### config.mk
export PLATFORM = sky130hd
export DESIGN_NAME = measurement_mode_controller
export DESIGN_NICKNAME = d
export VERILOG_FILES = /design/src/mmc_pkg.sv /design/src/otp_memory.sv /design/src/serial_port.sv /design/src/measurement_mode_controller.sv
export SDC_FILE = /design/constraint.sdc
export NUM_CORES = 2
export LEC_CHECK = 0
export BUFFER_PORTS_ARGS = -buffer_cell sky130_fd_sc_hd__buf_2
export CAP_MARGIN = 10
export CORE_MARGIN = 8
export CORE_UTILIZATION = 55
export DETAILED_ROUTE_END_ITERATION = 8
export PLACE_DENSITY = 0.8
export SLEW_MARGIN = 30
export SYNTH_ARGS = -nofsm -noshare
export SYNTH_HDL_FRONTEND = slang
export SYNTH_SLANG_ARGS = --single-unit
### constraint.sdc
create_clock -name clk_sys -period 5 [get_ports clk_sys]
set_input_delay 1 -clock clk_sys [delete_from_list [all_inputs] [get_ports clk_sys]]
set_output_delay 1 -clock clk_sys [all_outputs]
set_load 0.005 [all_outputs]
### src/mmc_pkg.sv
// Purpose: Shared constants, types and helpers for the measurement mode controller
// Assumes: 20 MHz system clock, registers reached over the three-wire serial port
// Notes: One-time memory bit layout and a few timings are fixed here
package mmc_pkg;
	localparam int SYS_CLK_HZ = 20000000;
	localparam int OTP_BITS = 188;
	localparam int TRR_W = 20;
	localparam int CAR_W = 110;
	localparam int SN_W = 24;
	localparam int TREF_W = 11;
	localparam int TRR_LSB = 0;
	localparam int CAR_LSB = 20;
	localparam int SN_LSB = 130;
	localparam int TREF_LSB = 154;
	localparam int CFG_W = 17;
	localparam int CRG_W = 28;
	localparam int MSR_W = 18;
	localparam int THR_W = 17;
	localparam int TST_W = 20;
	localparam int RES_W = 16;
	localparam int PD_W = 7;
	localparam int SEQ_LSB = 24;
	localparam int THR_CHAN_BIT = 16;
	localparam int MSR_CHAN_BIT = 17;
	localparam int MSR_OVF_BIT = 16;
	localparam logic [3:0] ADDR_OPM = 4'h0;
	localparam logic [3:0] ADDR_CRA = 4'h1;
	localparam logic [3:0] ADDR_CRB = 4'h2;
	localparam logic [3:0] ADDR_CRG = 4'h3;
	localparam logic [3:0] ADDR_MSR = 4'h4;
	localparam logic [3:0] ADDR_ZZR = 4'h5;
	localparam logic [3:0] ADDR_CAR = 4'h6;
	localparam logic [3:0] ADDR_TRR = 4'h7;
	localparam logic [3:0] ADDR_THR = 4'h8;
	localparam logic [3:0] ADDR_TST = 4'h9;
	localparam logic [CRG_W-1:0] CRG_RESET = 28'h1C00004;
	localparam logic [THR_W-1:0] THR_RESET = 17'h04000;
	localparam logic [3:0] TREF_TOP = 4'h5;
	localparam logic [PD_W-1:0] PD_SLEEP = 7'h3F;
	localparam logic [PD_W-1:0] PD_NONE = 7'h00;
	localparam logic [4:0] INT_SLOW = 5'h10;
	localparam longint WAKE_PERIOD_MS = 1000;
	localparam longint WAKE_CYCLES = (SYS_CLK_HZ * WAKE_PERIOD_MS) / 1000;
	localparam longint SETTLE_US = 100;
	localparam longint SETTLE_CYCLES = (SYS_CLK_HZ * SETTLE_US + 999999) / 1000000;

	typedef enum logic [3:0] {
		power_on_load_mode = 4'h0,
		single_measure_mode = 4'h1,
		dual_measure_mode = 4'h2,
		wake_up_mode = 4'h3,
		alarm_mode = 4'h4,
		factory_program_mode = 4'h5,
		power_down_mode = 4'h6,
		internal_clock_measure_mode = 4'h7
	} mode_e;

	typedef enum logic [2:0] {
		S_LOAD = 3'h0,
		S_IDLE = 3'h1,
		S_RUN = 3'h3,
		S_WAIT = 3'h2,
		S_SLEEP = 3'h6,
		S_WAKE = 3'h7,
		S_WMEAS = 3'h5
	} seq_e;

	typedef struct packed {
		logic done;
		logic overflow;
		logic [RES_W-1:0] value;
	} conv_res_s;

	typedef struct packed {
		logic rd_start;
		logic wr_commit;
		logic [3:0] addr;
		logic [OTP_BITS-1:0] data;
	} ser_cmd_s;

	function automatic logic [7:0] reg_width(input logic [3:0] a);
		case (a)
			ADDR_OPM: reg_width = 8'h04;
			ADDR_CRA, ADDR_CRB, ADDR_THR: reg_width = 8'h11;
			ADDR_CRG: reg_width = 8'h1C;
			ADDR_MSR: reg_width = 8'h12;
			ADDR_ZZR: reg_width = 8'hBC;
			ADDR_CAR: reg_width = 8'h6E;
			ADDR_TRR, ADDR_TST: reg_width = 8'h14;
			default: reg_width = 8'h01;
		endcase
	endfunction

	// Positive threshold: result above it; negative threshold: result below it
	function automatic logic exceeds(input logic [RES_W-1:0] res, input logic [RES_W-1:0] threshold_register);
		if (threshold_register[RES_W-1])
			exceeds = $signed(res) < $signed(threshold_register);
		else
			exceeds = $signed(res) > $signed(threshold_register);
	endfunction
endpackage

### src/otp_memory.sv
// Purpose: One-time programmable bit store with registered read
// Assumes: Contents are fixed at build time through the INIT parameter
// Notes: Programming is a factory step and is not modelled
`timescale 1ns/1ns
module otp_memory #(
	parameter int DEPTH = mmc_pkg::OTP_BITS,
	parameter logic [DEPTH-1:0] INIT = '0
) (
	input wire logic clk_sys, // System clock
	input wire logic ce, // Clock enable
	input wire logic [7:0] rd_addr, // Bit index
	output logic rd_bit // Registered read data
);
	import mmc_pkg::*;

	always_ff @(posedge clk_sys)
	begin
		if (ce)
			rd_bit <= (rd_addr < DEPTH) ? INIT[rd_addr] : 1'b0;
	end
endmodule

### src/serial_port.sv
// Purpose: Three-wire serial frame engine: r/w bit, 4-bit address, MSB-first data
// Assumes: Pins already synchronous to clk_sys
// Notes: Writes are committed only when a frame closes with the exact bit count
`timescale 1ns/1ns
module serial_port (
	input wire logic clk_sys, // System clock
	input wire logic sys_rst, // Synchronous reset
	input wire logic ce, // Clock enable
	input wire logic ser_sel, // Frame select, high in a frame
	input wire logic ser_clk, // Serial clock, data taken on rise
	input wire logic ser_din, // Serial data in
	output logic ser_dout, // Serial data out
	output logic ser_dout_oe, // Data out enable
	input wire logic [mmc_pkg::OTP_BITS-1:0] rd_data, // Read data of addressed register
	output mmc_pkg::ser_cmd_s cmd // Decoded request
);
	import mmc_pkg::*;

	logic clk_q_reg;
	logic sel_q_reg;
	logic rw_reg;
	logic [7:0] cnt_reg;
	logic [3:0] addr_reg;
	logic [OTP_BITS-1:0] in_reg;
	logic [OTP_BITS-1:0] out_reg;
	wire rise = ser_sel & ser_clk & ~clk_q_reg;
	wire frame_end = sel_q_reg & ~ser_sel;
	wire [7:0] width = reg_width(addr_reg);
	wire [7:0] full_cnt = 8'h05 + width;
	wire addr_done = rise && (cnt_reg == 8'h04);

	assign ser_dout = out_reg[OTP_BITS-1];
	assign ser_dout_oe = ser_sel & rw_reg & (cnt_reg >= 8'h05);
	assign cmd.addr = addr_reg;
	assign cmd.data = in_reg;

	always_ff @(posedge clk_sys)
	begin
		if (sys_rst)
		begin
			clk_q_reg <= 1'b0;
			sel_q_reg <= 1'b0;
			rw_reg <= 1'b0;
			cnt_reg <= 8'h00;
			addr_reg <= 4'h0;
			in_reg <= '0;
			out_reg <= '0;
			cmd.rd_start <= 1'b0;
			cmd.wr_commit <= 1'b0;
		end
		else if (ce)
		begin
			clk_q_reg <= ser_clk;
			sel_q_reg <= ser_sel;
			cmd.rd_start <= addr_done & rw_reg;
			// A short or aborted frame never reaches the commit
			cmd.wr_commit <= frame_end & ~rw_reg & (cnt_reg == full_cnt);
			if (!ser_sel)
				cnt_reg <= 8'h00;
			else if (rise && cnt_reg != 8'hFF)
				cnt_reg <= cnt_reg + 8'h01;
			if (rise)
			begin
				if (cnt_reg == 8'h00)
					rw_reg <= ser_din;
				else if (cnt_reg < 8'h05)
					addr_reg <= {addr_reg[2:0], ser_din};
				else
				begin
					in_reg <= {in_reg[OTP_BITS-2:0], ser_din};
					out_reg <= {out_reg[OTP_BITS-2:0], 1'b0};
				end
			end
			if (cmd.rd_start)
				out_reg <= rd_data << (OTP_BITS - int'(width));
		end
	end
endmodule

### src/measurement_mode_controller.sv
// Purpose: Mode register, power-on load and measurement sequencing of the front end
// Assumes: Converter core reports results through conv_res; pins synchronous to clk_sys
// Notes: sys_rst stands for the power-on reset; the load runs right after it
// Summary of operation
// - Four-bit mode register; codes 0-7 named modes, top bit set means test.
// - Supply rise loads calibration from one-time memory, then default mode.
// - Power-on load mode fills registers from one-time memory after reset.
// - Single mode measures channel A continuously; ready pin low on new result.
// - Dual mode alternates A and B; result bit 17 marks channel B.
// - Dual mode run length per channel comes from the sequence length field.
// - Dual mode disables averaging; each channel keeps its own rate.
// - Sampling rate follows the active channel's oversampling, chop and averaging.
// - Wake-up mode: internal clock, power up ground and reference, then measure A.
// - After wake-up measurement store result, sleep, pulse interrupt on threshold.
// - Serial port works during sleep; host restarts clock before leaving.
// - Alarm mode measures A, pin high, one-cycle low pulse on threshold exceed.
// - Power down stops acquisition; analog blocks follow their power-down bits.
// - Internal-clock mode is single mode on internal clock, sixteen times slower.
// - Calibration, trimming and test registers writable only in test modes.
// - Saturation from an open shunt terminal sets the result overflow flag.
// - Temperature sensor measurable any time with gain 6 via channel config.
// - Temperature reference rebuilt as 0101, stored 11 bits, trailing zero.
// - A 24-bit serial number is held in one-time memory with calibration.
// - Gain calibration coefficients from one-time memory drive the converter.
// - After power-on load: wake-up mode without external clock, else single mode.
`timescale 1ns/1ns
module measurement_mode_controller #(
	parameter longint WAKE_PERIOD = mmc_pkg::WAKE_CYCLES,
	parameter longint SETTLE_TIME = mmc_pkg::SETTLE_CYCLES,
	parameter logic [mmc_pkg::CFG_W-1:0] CRA_RESET = '0,
	parameter logic [mmc_pkg::CFG_W-1:0] CRB_RESET = '0,
	parameter logic [mmc_pkg::TST_W-1:0] TST_RESET = '0,
	parameter logic [mmc_pkg::OTP_BITS-1:0] OTP_INIT = '0 // Arbitrary contents
) (
	input wire logic clk_sys, // System clock, 20 MHz
	input wire logic sys_rst, // Power-on reset, synchronous, active high
	input wire logic ce, // Clock enable, freezes all state when low
	input wire logic ext_clk_present, // External clock detected
	input wire logic ser_sel, // Serial frame select
	input wire logic ser_clk, // Serial clock
	input wire logic ser_din, // Serial data in
	output logic ser_dout, // Serial data out
	output logic ser_dout_oe, // Serial data out enable
	input mmc_pkg::conv_res_s conv_res, // Converter result
	output logic conv_start, // Start one measurement
	output logic [mmc_pkg::CFG_W-1:0] conv_cfg, // Active channel configuration
	output logic [mmc_pkg::CRG_W-1:0] conv_gen_cfg, // General configuration
	output logic conv_avg_en, // Internal averaging allowed
	output logic conv_pace, // Converter step enable
	output logic clk_int_sel, // Run from internal oscillator
	output logic [mmc_pkg::PD_W-1:0] analog_pd, // Analog block power-down, 1 = off
	output logic [mmc_pkg::CAR_W-1:0] cal_coeffs, // Calibration register
	output logic [mmc_pkg::TRR_W-1:0] trim_value, // Trimming register
	output logic [mmc_pkg::TST_W-1:0] test_cfg, // Test configuration register
	output logic [mmc_pkg::SN_W-1:0] serial_number, // Part serial number
	output logic [mmc_pkg::RES_W-1:0] temp_ref_value, // 23 degree reference value
	output logic [3:0] operating_mode, // Current mode register
	output logic ready_interrupt_n // Ready or interrupt, active low
);
	import mmc_pkg::*;

	logic [3:0] operating_mode_select_reg;
	logic [CFG_W-1:0] channel_a_config_reg;
	logic [CFG_W-1:0] channel_b_config_reg;
	logic [CRG_W-1:0] general_config_reg;
	logic [THR_W-1:0] threshold_register_reg;
	logic [MSR_W-1:0] result_register_reg;
	logic [OTP_BITS-1:0] one_time_memory_register_reg;
	logic [CAR_W-1:0] calibration_register_reg;
	logic [TRR_W-1:0] trimming_register_reg;
	logic [TST_W-1:0] test_cfg_reg;
	seq_e state_reg;
	seq_e state_next;
	logic [8:0] load_cnt_reg;
	logic [3:0] seq_cnt_reg;
	logic chan_reg;
	logic [63:0] timer_reg;
	logic [3:0] pace_cnt_reg;
	logic ready_n_reg;
	logic start_reg;
	logic otp_bit;
	logic [OTP_BITS-1:0] rd_data;
	ser_cmd_s cmd;

	otp_memory #(
		.DEPTH(OTP_BITS),
		.INIT(OTP_INIT)
	) u_otp (
		.clk_sys(clk_sys),
		.ce(ce),
		.rd_addr(load_cnt_reg[7:0]),
		.rd_bit(otp_bit)
	);

	serial_port u_ser (
		.clk_sys(clk_sys),
		.sys_rst(sys_rst),
		.ce(ce),
		.ser_sel(ser_sel),
		.ser_clk(ser_clk),
		.ser_din(ser_din),
		.ser_dout(ser_dout),
		.ser_dout_oe(ser_dout_oe),
		.rd_data(rd_data),
		.cmd(cmd)
	);

	// Mode decode
	wire test_mode = operating_mode_select_reg[3];
	wire m_single = operating_mode_select_reg == single_measure_mode;
	wire m_dual = operating_mode_select_reg == dual_measure_mode;
	wire m_wake = operating_mode_select_reg == wake_up_mode;
	wire m_alarm = operating_mode_select_reg == alarm_mode;
	wire m_pd = operating_mode_select_reg == power_down_mode;
	wire m_int = operating_mode_select_reg == internal_clock_measure_mode;
	wire m_meas = m_single | m_dual | m_alarm | m_int;
	wire load_last = load_cnt_reg == 9'(OTP_BITS);
	wire [3:0] seq_len_m1 = general_config_reg[SEQ_LSB +: 4] - 4'h1;
	wire seq_wrap = seq_cnt_reg == seq_len_m1;
	wire [RES_W-1:0] thr_val = threshold_register_reg[RES_W-1:0];
	wire hit = exceeds(conv_res.value, thr_val);
	wire result_in = conv_res.done & ((state_reg == S_WAIT) | (state_reg == S_WMEAS));
	wire mode_wr = cmd.wr_commit & (cmd.addr == ADDR_OPM);
	// Test-only registers silently ignore writes outside test modes
	wire cal_wr_ok = cmd.wr_commit & test_mode;
	wire cfg_wr = cmd.wr_commit & (state_reg != S_LOAD);
	wire msr_read = cmd.rd_start & (cmd.addr == ADDR_MSR);
	wire wake_due = timer_reg >= 64'(WAKE_PERIOD - 1);
	wire settle_due = timer_reg >= 64'(SETTLE_TIME - 1);
	wire chan_now = m_dual & chan_reg;
	wire [MSR_W-1:0] result_word = {chan_now, conv_res.overflow, conv_res.value};
	// Word after this cycle's shift, so the final copy includes the last bit read
	wire [OTP_BITS-1:0] otp_word = {otp_bit, one_time_memory_register_reg[OTP_BITS-1:1]};

	// Reads: reserved addresses answer zero
	always_comb
	begin
		rd_data = '0;
		case (cmd.addr)
			ADDR_OPM: rd_data[3:0] = operating_mode_select_reg;
			ADDR_CRA: rd_data[CFG_W-1:0] = channel_a_config_reg;
			ADDR_CRB: rd_data[CFG_W-1:0] = channel_b_config_reg;
			ADDR_CRG: rd_data[CRG_W-1:0] = general_config_reg;
			ADDR_MSR: rd_data[MSR_W-1:0] = result_register_reg;
			ADDR_ZZR: rd_data = one_time_memory_register_reg;
			ADDR_CAR: rd_data[CAR_W-1:0] = calibration_register_reg;
			ADDR_TRR: rd_data[TRR_W-1:0] = trimming_register_reg;
			ADDR_THR: rd_data[THR_W-1:0] = threshold_register_reg;
			ADDR_TST: rd_data[TST_W-1:0] = test_mode ? test_cfg_reg : '0;
			default: rd_data = '0;
		endcase
	end

	always_comb
	begin
		state_next = state_reg;
		case (state_reg)
			S_LOAD:
				if (load_last)
					state_next = S_IDLE;
			S_IDLE:
				if (m_meas)
					state_next = S_RUN;
				else if (m_wake)
					state_next = S_SLEEP;
			S_RUN:
				if (conv_pace)
					state_next = S_WAIT;
			S_WAIT:
				if (conv_res.done)
					state_next = S_RUN;
			S_SLEEP:
				if (wake_due)
					state_next = S_WAKE;
			S_WAKE:
				if (settle_due)
					state_next = S_WMEAS;
			S_WMEAS:
				if (conv_res.done)
					state_next = S_SLEEP;
			default:
				state_next = S_IDLE;
		endcase
		// Any mode change restarts the sequencer from idle
		if (mode_wr && state_reg != S_LOAD)
			state_next = S_IDLE;
		// No acquisition in power down, factory or test modes
		if (!m_meas && !m_wake && state_reg != S_LOAD)
			state_next = S_IDLE;
	end

	always_ff @(posedge clk_sys)
	begin
		if (sys_rst)
		begin
			state_reg <= S_LOAD;
			operating_mode_select_reg <= power_on_load_mode;
			load_cnt_reg <= 9'h000;
			one_time_memory_register_reg <= '0;
		end
		else if (ce)
		begin
			state_reg <= state_next;
			if (state_reg == S_LOAD && !load_last)
				load_cnt_reg <= load_cnt_reg + 9'h001;
			// Read data lags the address by one cycle, so bit 0 lands at the bottom
			if (state_reg == S_LOAD && load_cnt_reg != 9'h000)
				one_time_memory_register_reg <= otp_word;
			if (state_reg == S_LOAD && load_last)
				operating_mode_select_reg <= ext_clk_present ? single_measure_mode : wake_up_mode;
			else if (mode_wr && state_reg != S_LOAD)
				operating_mode_select_reg <= cmd.data[3:0];
		end
	end

	always_ff @(posedge clk_sys)
	begin
		if (sys_rst)
		begin
			channel_a_config_reg <= CRA_RESET;
			channel_b_config_reg <= CRB_RESET;
			general_config_reg <= CRG_RESET;
			threshold_register_reg <= THR_RESET;
			calibration_register_reg <= '0;
			trimming_register_reg <= '0;
			test_cfg_reg <= TST_RESET;
		end
		else if (ce)
		begin
			if (state_reg == S_LOAD && load_last)
			begin
				calibration_register_reg <= otp_word[CAR_LSB +: CAR_W];
				trimming_register_reg <= otp_word[TRR_LSB +: TRR_W];
			end
			if (cfg_wr && cmd.addr == ADDR_CRA)
				channel_a_config_reg <= cmd.data[CFG_W-1:0];
			if (cfg_wr && cmd.addr == ADDR_CRB)
				channel_b_config_reg <= cmd.data[CFG_W-1:0];
			if (cfg_wr && cmd.addr == ADDR_CRG)
				general_config_reg <= cmd.data[CRG_W-1:0];
			if (cfg_wr && cmd.addr == ADDR_THR)
				threshold_register_reg <= cmd.data[THR_W-1:0];
			if (cal_wr_ok && cmd.addr == ADDR_CAR)
				calibration_register_reg <= cmd.data[CAR_W-1:0];
			if (cal_wr_ok && cmd.addr == ADDR_TRR)
				trimming_register_reg <= cmd.data[TRR_W-1:0];
			if (cal_wr_ok && cmd.addr == ADDR_TST)
				test_cfg_reg <= cmd.data[TST_W-1:0];
		end
	end

	// Result capture, dual-channel alternation and timers
	always_ff @(posedge clk_sys)
	begin
		if (sys_rst)
		begin
			result_register_reg <= '0;
			seq_cnt_reg <= 4'h0;
			chan_reg <= 1'b0;
			timer_reg <= 64'h0;
			pace_cnt_reg <= 4'h0;
			start_reg <= 1'b0;
		end
		else if (ce)
		begin
			start_reg <= ((state_reg == S_RUN) & conv_pace) | ((state_reg == S_WAKE) & settle_due);
			pace_cnt_reg <= pace_cnt_reg + 4'h1;
			if (result_in)
				result_register_reg <= result_word;
			if (state_reg == S_IDLE)
			begin
				seq_cnt_reg <= 4'h0;
				chan_reg <= 1'b0;
			end
			else if (result_in && m_dual)
			begin
				seq_cnt_reg <= seq_wrap ? 4'h0 : seq_cnt_reg + 4'h1;
				if (seq_wrap)
					chan_reg <= ~chan_reg;
			end
			if (state_reg != state_next)
				timer_reg <= 64'h0;
			else if (state_reg == S_SLEEP || state_reg == S_WAKE)
				timer_reg <= timer_reg + 64'h1;
		end
	end

	// Ready stays low after a result until the host reads it; alarm and wake pulse one cycle
	always_ff @(posedge clk_sys)
	begin
		if (sys_rst)
			ready_n_reg <= 1'b1;
		else if (ce)
		begin
			if (state_reg == S_LOAD)
				ready_n_reg <= load_cnt_reg[0] | load_last; // Load progress, idle high after
			else if (result_in && (m_single || m_int || m_dual))
				ready_n_reg <= 1'b0;
			else if (result_in && (m_alarm || state_reg == S_WMEAS))
				ready_n_reg <= ~hit;
			else if (msr_read || m_alarm || m_wake || !m_meas)
				ready_n_reg <= 1'b1;
		end
	end

	// Pace divides the converter step rate in internal-clock measure mode only, not in wake-up mode
	assign conv_pace = m_int ? (pace_cnt_reg == 4'(INT_SLOW - 5'h01)) : 1'b1;
	assign conv_start = start_reg;
	// Wake-up and alarm always use channel A; rate figures come from the active set
	assign conv_cfg = chan_now ? channel_b_config_reg : channel_a_config_reg;
	assign conv_gen_cfg = general_config_reg;
	// Shared filter state cannot follow channel switches, so averaging is off in dual
	assign conv_avg_en = ~m_dual;
	assign clk_int_sel = (state_reg == S_LOAD) | m_wake | m_int;
	assign analog_pd = m_pd ? general_config_reg[PD_W-1:0] :
		(state_reg == S_SLEEP) ? PD_SLEEP : PD_NONE;
	assign cal_coeffs = calibration_register_reg;
	assign trim_value = trimming_register_reg;
	assign test_cfg = test_cfg_reg;
	assign serial_number = one_time_memory_register_reg[SN_LSB +: SN_W];
	assign temp_ref_value = {TREF_TOP, one_time_memory_register_reg[TREF_LSB +: TREF_W], 1'b0};
	assign operating_mode = operating_mode_select_reg;
	assign ready_interrupt_n = ready_n_reg;
endmodule

# Word level (Yosys, flattened, before mapping)

Memory sizes are Yosys's and may differ from the RTL's. A register that Yosys moved wholly into a read port is not among the register bits.
Cells that the tools add are included.

Div/mod/pow operators: 0
$lt $le $gt $ge: 7
Shift operators: 1
Equality and inequality tests: 31
Multipliers: 0
Reductions and logical operators: 62
Bitwise gates (word level): 32
$add $sub $neg: 8
Mux-type cells: 51

Operators with widths:

| kind                                                                    | count |
|---|---|
| 188-bit 2-to-1 mux                                                      | 4 |
| 110-bit 2-to-1 mux                                                      | 2 |
| 188-bit by 32-bit << shifter with 188-bit output                        | 1 |
| 82-bit one-hot mux with 2 select lines                                  | 1 |
| 64-bit 2-to-1 mux                                                       | 2 |
| 13-bit one-hot mux with 9 select lines                                  | 1 |
| 78-bit 2-to-1 mux                                                       | 1 |
| 64-bit by 1-bit adder with 64-bit output, second input constant         | 1 |
| 64-bit by 11-bit >= comparator with 1-bit output, second input constant | 1 |
| 64-bit by 25-bit >= comparator with 1-bit output, second input constant | 1 |
| 20-bit 2-to-1 mux                                                       | 3 |
| 4-bit one-hot mux with 10 select lines                                  | 1 |
| 3-bit 2-to-1 mux                                                        | 10 |
| 2-bit AND reduction                                                     | 15 |
| 4-bit by 3-bit == test with 1-bit output, second input constant         | 7 |
| 4-bit 2-to-1 mux                                                        | 7 |
| 8-bit one-hot mux with 3 select lines                                   | 1 |
| 3-bit one-hot mux with 7 select lines                                   | 1 |
| 1-bit logical AND                                                       | 18 |
| 17-bit 2-to-1 mux                                                       | 1 |
| 1-bit bitwise AND                                                       | 16 |
| 4-bit by 2-bit == test with 1-bit output, second input constant         | 4 |
| 16-bit greater-than comparator                                          | 1 |
| 16-bit < comparator                                                     | 1 |
| other kinds (41)                                                        | 91 |

Memory bits (writable): 0
Register bits: 841
Memory bits (read-only): 384
Output and inout bits: 253
Memories kept: 2
Latch bits: 0
Input port bits: 25

Memories:

| name            | words | bits a word | rd ports | clocked after Yosys merged registers in | wr ports | line             | RTL |
|---|---|---|---|---|---|---|---|
| (no name shown) | 256   | 1           | 1        | 1                                       | 0        | otp_memory.sv:19 | `rd_bit <= (rd_addr < DEPTH) ? INIT[rd_addr] : 1'b0;` |
| (no name shown) | 16    | 8           | 1        | 1                                       | 0        | mmc_pkg.sv:82    | `case (a)` |

# Logic depth before layout (Yosys ltp)

Word-level depth: 11
Depth in mapped cells: 19
Mapped depth without buffers: 11

# By module

Synthesis repeated with hierarchy kept, for this count alone.

Cell total of the unflattened synthesis: 7181
Area total of the unflattened synthesis: 57445.1 µm²

By module, submodules not included:

| module                      | cells an instance | area an instance (µm²) | sequential area each (µm²) | instances |
|---|---|---|---|---|
| serial_port                 | 4038              | 32889.0                | 8027.7                     | 1 |
| measurement_mode_controller | 3141              | 24544.8                | 10530.1                    | 1 |
| otp_memory                  | 2                 | 11.3                   | 0.0                        | 1 |

# Least setup slack after synthesis

No wires, ideal clock.

Path type: register to register
From: register, netlist name u_ser.width[0]
To: register u_ser.out_reg[61]
Setup slack: 0.750 ns
Data arrival time: 4.118 ns
Data required time: 4.868 ns
Path buffers: 8
Clock period less this slack: 4.250 ns
Stages on the path, launching flop included: 17
Setup time: 0.132 ns
Path through: dfxtp_1 -> buf_2 -> inv_1 -> clkbuf_1 -> clkbuf_1 -> clkbuf_1 -> ha_1 -> clkbuf_1 -> clkinv_1 -> buf_1 -> clkbuf_1 -> clkbuf_1 -> nand3_1 -> a311oi_1 -> o31ai_1 -> a221oi_1 -> nor3_1

Word-level cells in the longest chain between the ends: 3

Ends and longest elaborated chain:

| item                                             | line              | RTL |
|---|---|---|
| 8-bit by 8-bit subtractor with 9-bit output      | serial_port.sv:75 | `out_reg <= rd_data << (OTP_BITS - int'(width));` |
| 188-bit by 32-bit << shifter with 188-bit output | serial_port.sv:75 |  |
| 188-bit 2-to-1 mux                               | serial_port.sv:74 | `if (cmd.rd_start)` |
| end signal: assignment                           | serial_port.sv:71 | `out_reg <= {out_reg[OTP_BITS-2:0], 1'b0};` |
| end signal: assignment                           | serial_port.sv:75 |  |
| end: declaration                                 | serial_port.sv:25 | `logic [OTP_BITS-1:0] out_reg;` |

Every way passes these cells.
A chain may end at the register's enable or synchronous reset.

# Worst setup path after layout

From: register, netlist name u_ser.width[0]
To: register u_ser.out_reg[120]

Word-level cells in the longest chain between the ends: 3

Ends and longest elaborated chain:

| item                                             | line |
|---|---|
| 8-bit by 8-bit subtractor with 9-bit output      | serial_port.sv:75 |
| 188-bit by 32-bit << shifter with 188-bit output | serial_port.sv:75 |
| 188-bit 2-to-1 mux                               | serial_port.sv:74 |

Every way passes these cells.

==> summary.md <==
| Metric | Value |
|---|---|
| Avg Cell Area, Syn | 7.85 um^2 |
| Synth Register Bits | 661 |
| WHS Path Cells | 2 |
| Drt wl/cell | 28.5 um |
| Worst r2r path cells | 12 |
| Mapped Area | 40100 um^2 |
| DIE AREA | 81800 um^2 |
| Pwr/cell area | 250 nW/um^2 |
| RSZ-0062 raised after global routing | false |
| Post-synth EDFFs | 0 |
| Hold Vio Cnt, Final | 0 |
| Netlist cell types | 104 |
| Starting Density | 0.552 |
| Worst reg2reg endpoint | u_ser.out_reg[120] |
| Routed WL | 175000 um |
| Dpl cells | 6020 |
| Leakage | 16.1 nW |
| Worst-path cell chain | inv_1, ha_4, nand3b_1, buf_4, o2111ai_1, nor3_1, o32ai_1, mux2i_1, mux2i_1, a221o_1, nor2_1, o221a_2 |
| Slew HR | 0.213 |
| Synth Warn # | 0 |
| Max Slew Vio Count | 0 |
| CP Class | register to register |
| Cell count after synthesis | 5105 |
| Clk_lat worst skew | 640 ps |
| CP peak stage delay | 810 ps |
| CTS tree | done |
| Layout cells sized above 1 | 0.148 |
| R2r startpoint | u_ser.width[0] |
| Critical Path AT | 5090 ps |
| DRC | 0 |
| Gr ovfl total | 0 |
| Fin crit period | 4560 ps |
| 1st-iter DRT viols | 6681 |
| Least-Margin Pin Slew | 1180 ps |
| Vias in the first global route | 39.4k |
| Finish-stage setup viols | 0 |
| Top cell type by total area after synthesis | dfxtp_1 |
| Root Driver | clkbuf_16 |
| Setup TNS | 0 ps |
| CTS Hold Buffers Added | 0 |
| Initial antenna violation count | 8 |
| Die X | 286 um |
| Outcome | complete, no violations |
| Clock-pin slew on the worst setup and hold paths | 60 ps |
| Hpwl dp | 126000 um |
| Crit-path max FO | 13 |
| Post-synth ARST share | 0 |
| Post-synthesis sequential area ratio | 0.330 |
| I/O Pins | 278 |
| Max cap viols | 0 |
| Post-synth top area share | 0.330 |
| Routed vias/inst | 7.05 |
| FMAX | 219 MHz |
| Total GRT Usage | 0.405 |
| DR pass1 iterations | 9 |
| Crit-path slowest cell | o32ai_1 |
| First-pass GRT wire length | 259000 um |
| Die Y | 286 um |
| Clock Skew | 24.7 ps |
| Dominant synthesized flop cell | dfxtp_1 |
| CP required | 5530 ps |
| Period utilization | 0.912 |
| Filler cells | 6531 |
| Max reg flops | 188 |
| Worst ir drop on vdd | 0.343 mV |
| Startpoint types | register |
| # clock sinks | 661 |
| Synth top area cells | dfxtp_1 33%, nand2_1 6.1%, nor2_1 5.8% |
| Bufs on Longest Clock Path | 3 |
| Routability congestion estimate | 1.08 |
| Most used cell, CP | mux2i_1 |
| Number of H-tree branching levels | 3 |
| Post-CTS setup repair buffer count | 0 |
| Endpoint class of the critical path | register |
| Core footprint | 72600 um^2 |
| Hold EP | u_ser.out_reg[0] |
| Hold path startpoint | u_ser.out_reg[0] |
| Clock buffer count from CTS | 72 |
| Vias | 43.3k |
| Largest net degree at the start of global routing | 235 |
| Port buffer count | 237 |
| Routed Antenna Nets | 0 |
| Hold WC Path Type | register to register |
| Syn-to-layout area delta | 11.7% |
| NumNets Final | 5194 |
| Worst reg2reg setup slack | 440 ps |
| Post-Layout Cell Count | 6151 |
| Cts repair resizes | 0 |
| Cell Rows | 99 |
## worst max path at each step
stage / endpoint / cells after the start / slack [ps] / from
after floorplan: u_ser.out_reg[61] / 16 / 750 / u_ser.width[0]
after global placement: u_ser.out_reg[120] / 12 / 750 / u_ser.width[0]
after detailed placement: u_ser.out_reg[120] / 12 / 690 / u_ser.width[0]
after CTS: conv_cfg[13] / 6 / 520 / operating_mode[3]
after global routing: u_ser.out_reg[120] / 12 / 370 / u_ser.width[0]
final: u_ser.out_reg[120] / 12 / 440 / u_ser.width[0]
## stage by stage
| stage | area [um^2] | power [mW] | setup slack, ps | util | hold WS (ps) |
|---|---|---|---|---|---|
| after detailed placement | 42200 | 5.66 | 687 | 0.582 | 445 |
| after global placement | 42200 | 5.65 | 753 | 0.582 | 441 |
| after CTS | 44700 | 11.2 | 521 | 0.616 | 453 |
| after global routing | 44800 | 11.4 | 369 | 0.617 | 484 |
| final | 44800 | 11.2 | 438 | 0.617 | 458 |
| after floorplan | 40200 | 5.59 | 750 | - | 426 |
## power breakdown
group	internal, mW	total [mW]	leakage, nW	switching, mW
clock network	3.25	5.63	1.22	2.38
registers	5.27	5.28	5.33	0.00988
logic	0.0676	0.271	9.52	0.203
total	8.59	11.2	16.1	2.59
## cells in the final DEF (no fill, tap or decap), types with 60 or more instances in the layout
master / count
dfxtp_1: 655
nand2_1: 649
nor2_1: 608
a21oi_1: 398
buf_2: 236
mux2i_1: 210
a22oi_1: 183
buf_4: 172
nand3_1: 158
o21ai_0: 157
nor3_1: 127
a221oi_1: 118
o211ai_1: 89
a211oi_1: 83
inv_1: 79
mux2_2: 77
clkbuf_16: 72
o22ai_1: 60
## metal layers
layer | vias up | GRT usage | part of all wire
met5 | - | 0 | 0.00072
met4 | 10 | 0.185 | 0.055
met3 | 565 | 0.119 | 0.13
met2 | 3085 | 0.585 | 0.41
met1 | 20794 | 0.554 | 0.40
li1 | 18892 | - | -
## worst max-delay path: cells and delay by family (launching register included)
family,cells,cell delay [ps]
buffers and inverters,2,430
AND/OR/NAND/NOR,3,640
adder cells (fa/ha/maj),1,210
AO/OA/AOI/OAI,4,1970
flip-flops,1,460
multiplexers,2,720
## synthesized netlist by cell type, drive strengths merged (60+ instances only)
master / instances
a211oi: 88
a21oi: 400
a221oi: 118
a22oi: 183
buf: 182
clkbuf: 322
dfxtp: 661
inv: 81
mux2: 78
mux2i: 210
nand2: 651
nand3: 159
nor2: 618
nor3: 130
o211ai: 89
o21ai: 168
o22ai: 60
## area by class of cell
class | instances | area [um^2] | area share
Multi-Input combinational cell | 3896 | 24800 | 0.553
Sequential cell | 661 | 13200 | 0.296
Timing Repair Buffer | 423 | 2780 | 0.0620
Clock buffer | 100 | 2080 | 0.0464
Tap cell | 959 | 1200 | 0.0268
Clock inverter | 29 | 405 | 0.00905
Inverter | 82 | 310 | 0.00693
Antenna cell | 1 | 2.50 | 0.0000559
## cell families after synthesis
logic type,share of synthesized area
buf+inv,0.0626
mux,0.104
other cells,0.000187
fa+ha+maj,0.0103
compound gates,0.263
xor+xnor,0.0174
flops,0.330
simple gates,0.212
Note: power is estimated with default switching activity, not from simulation.
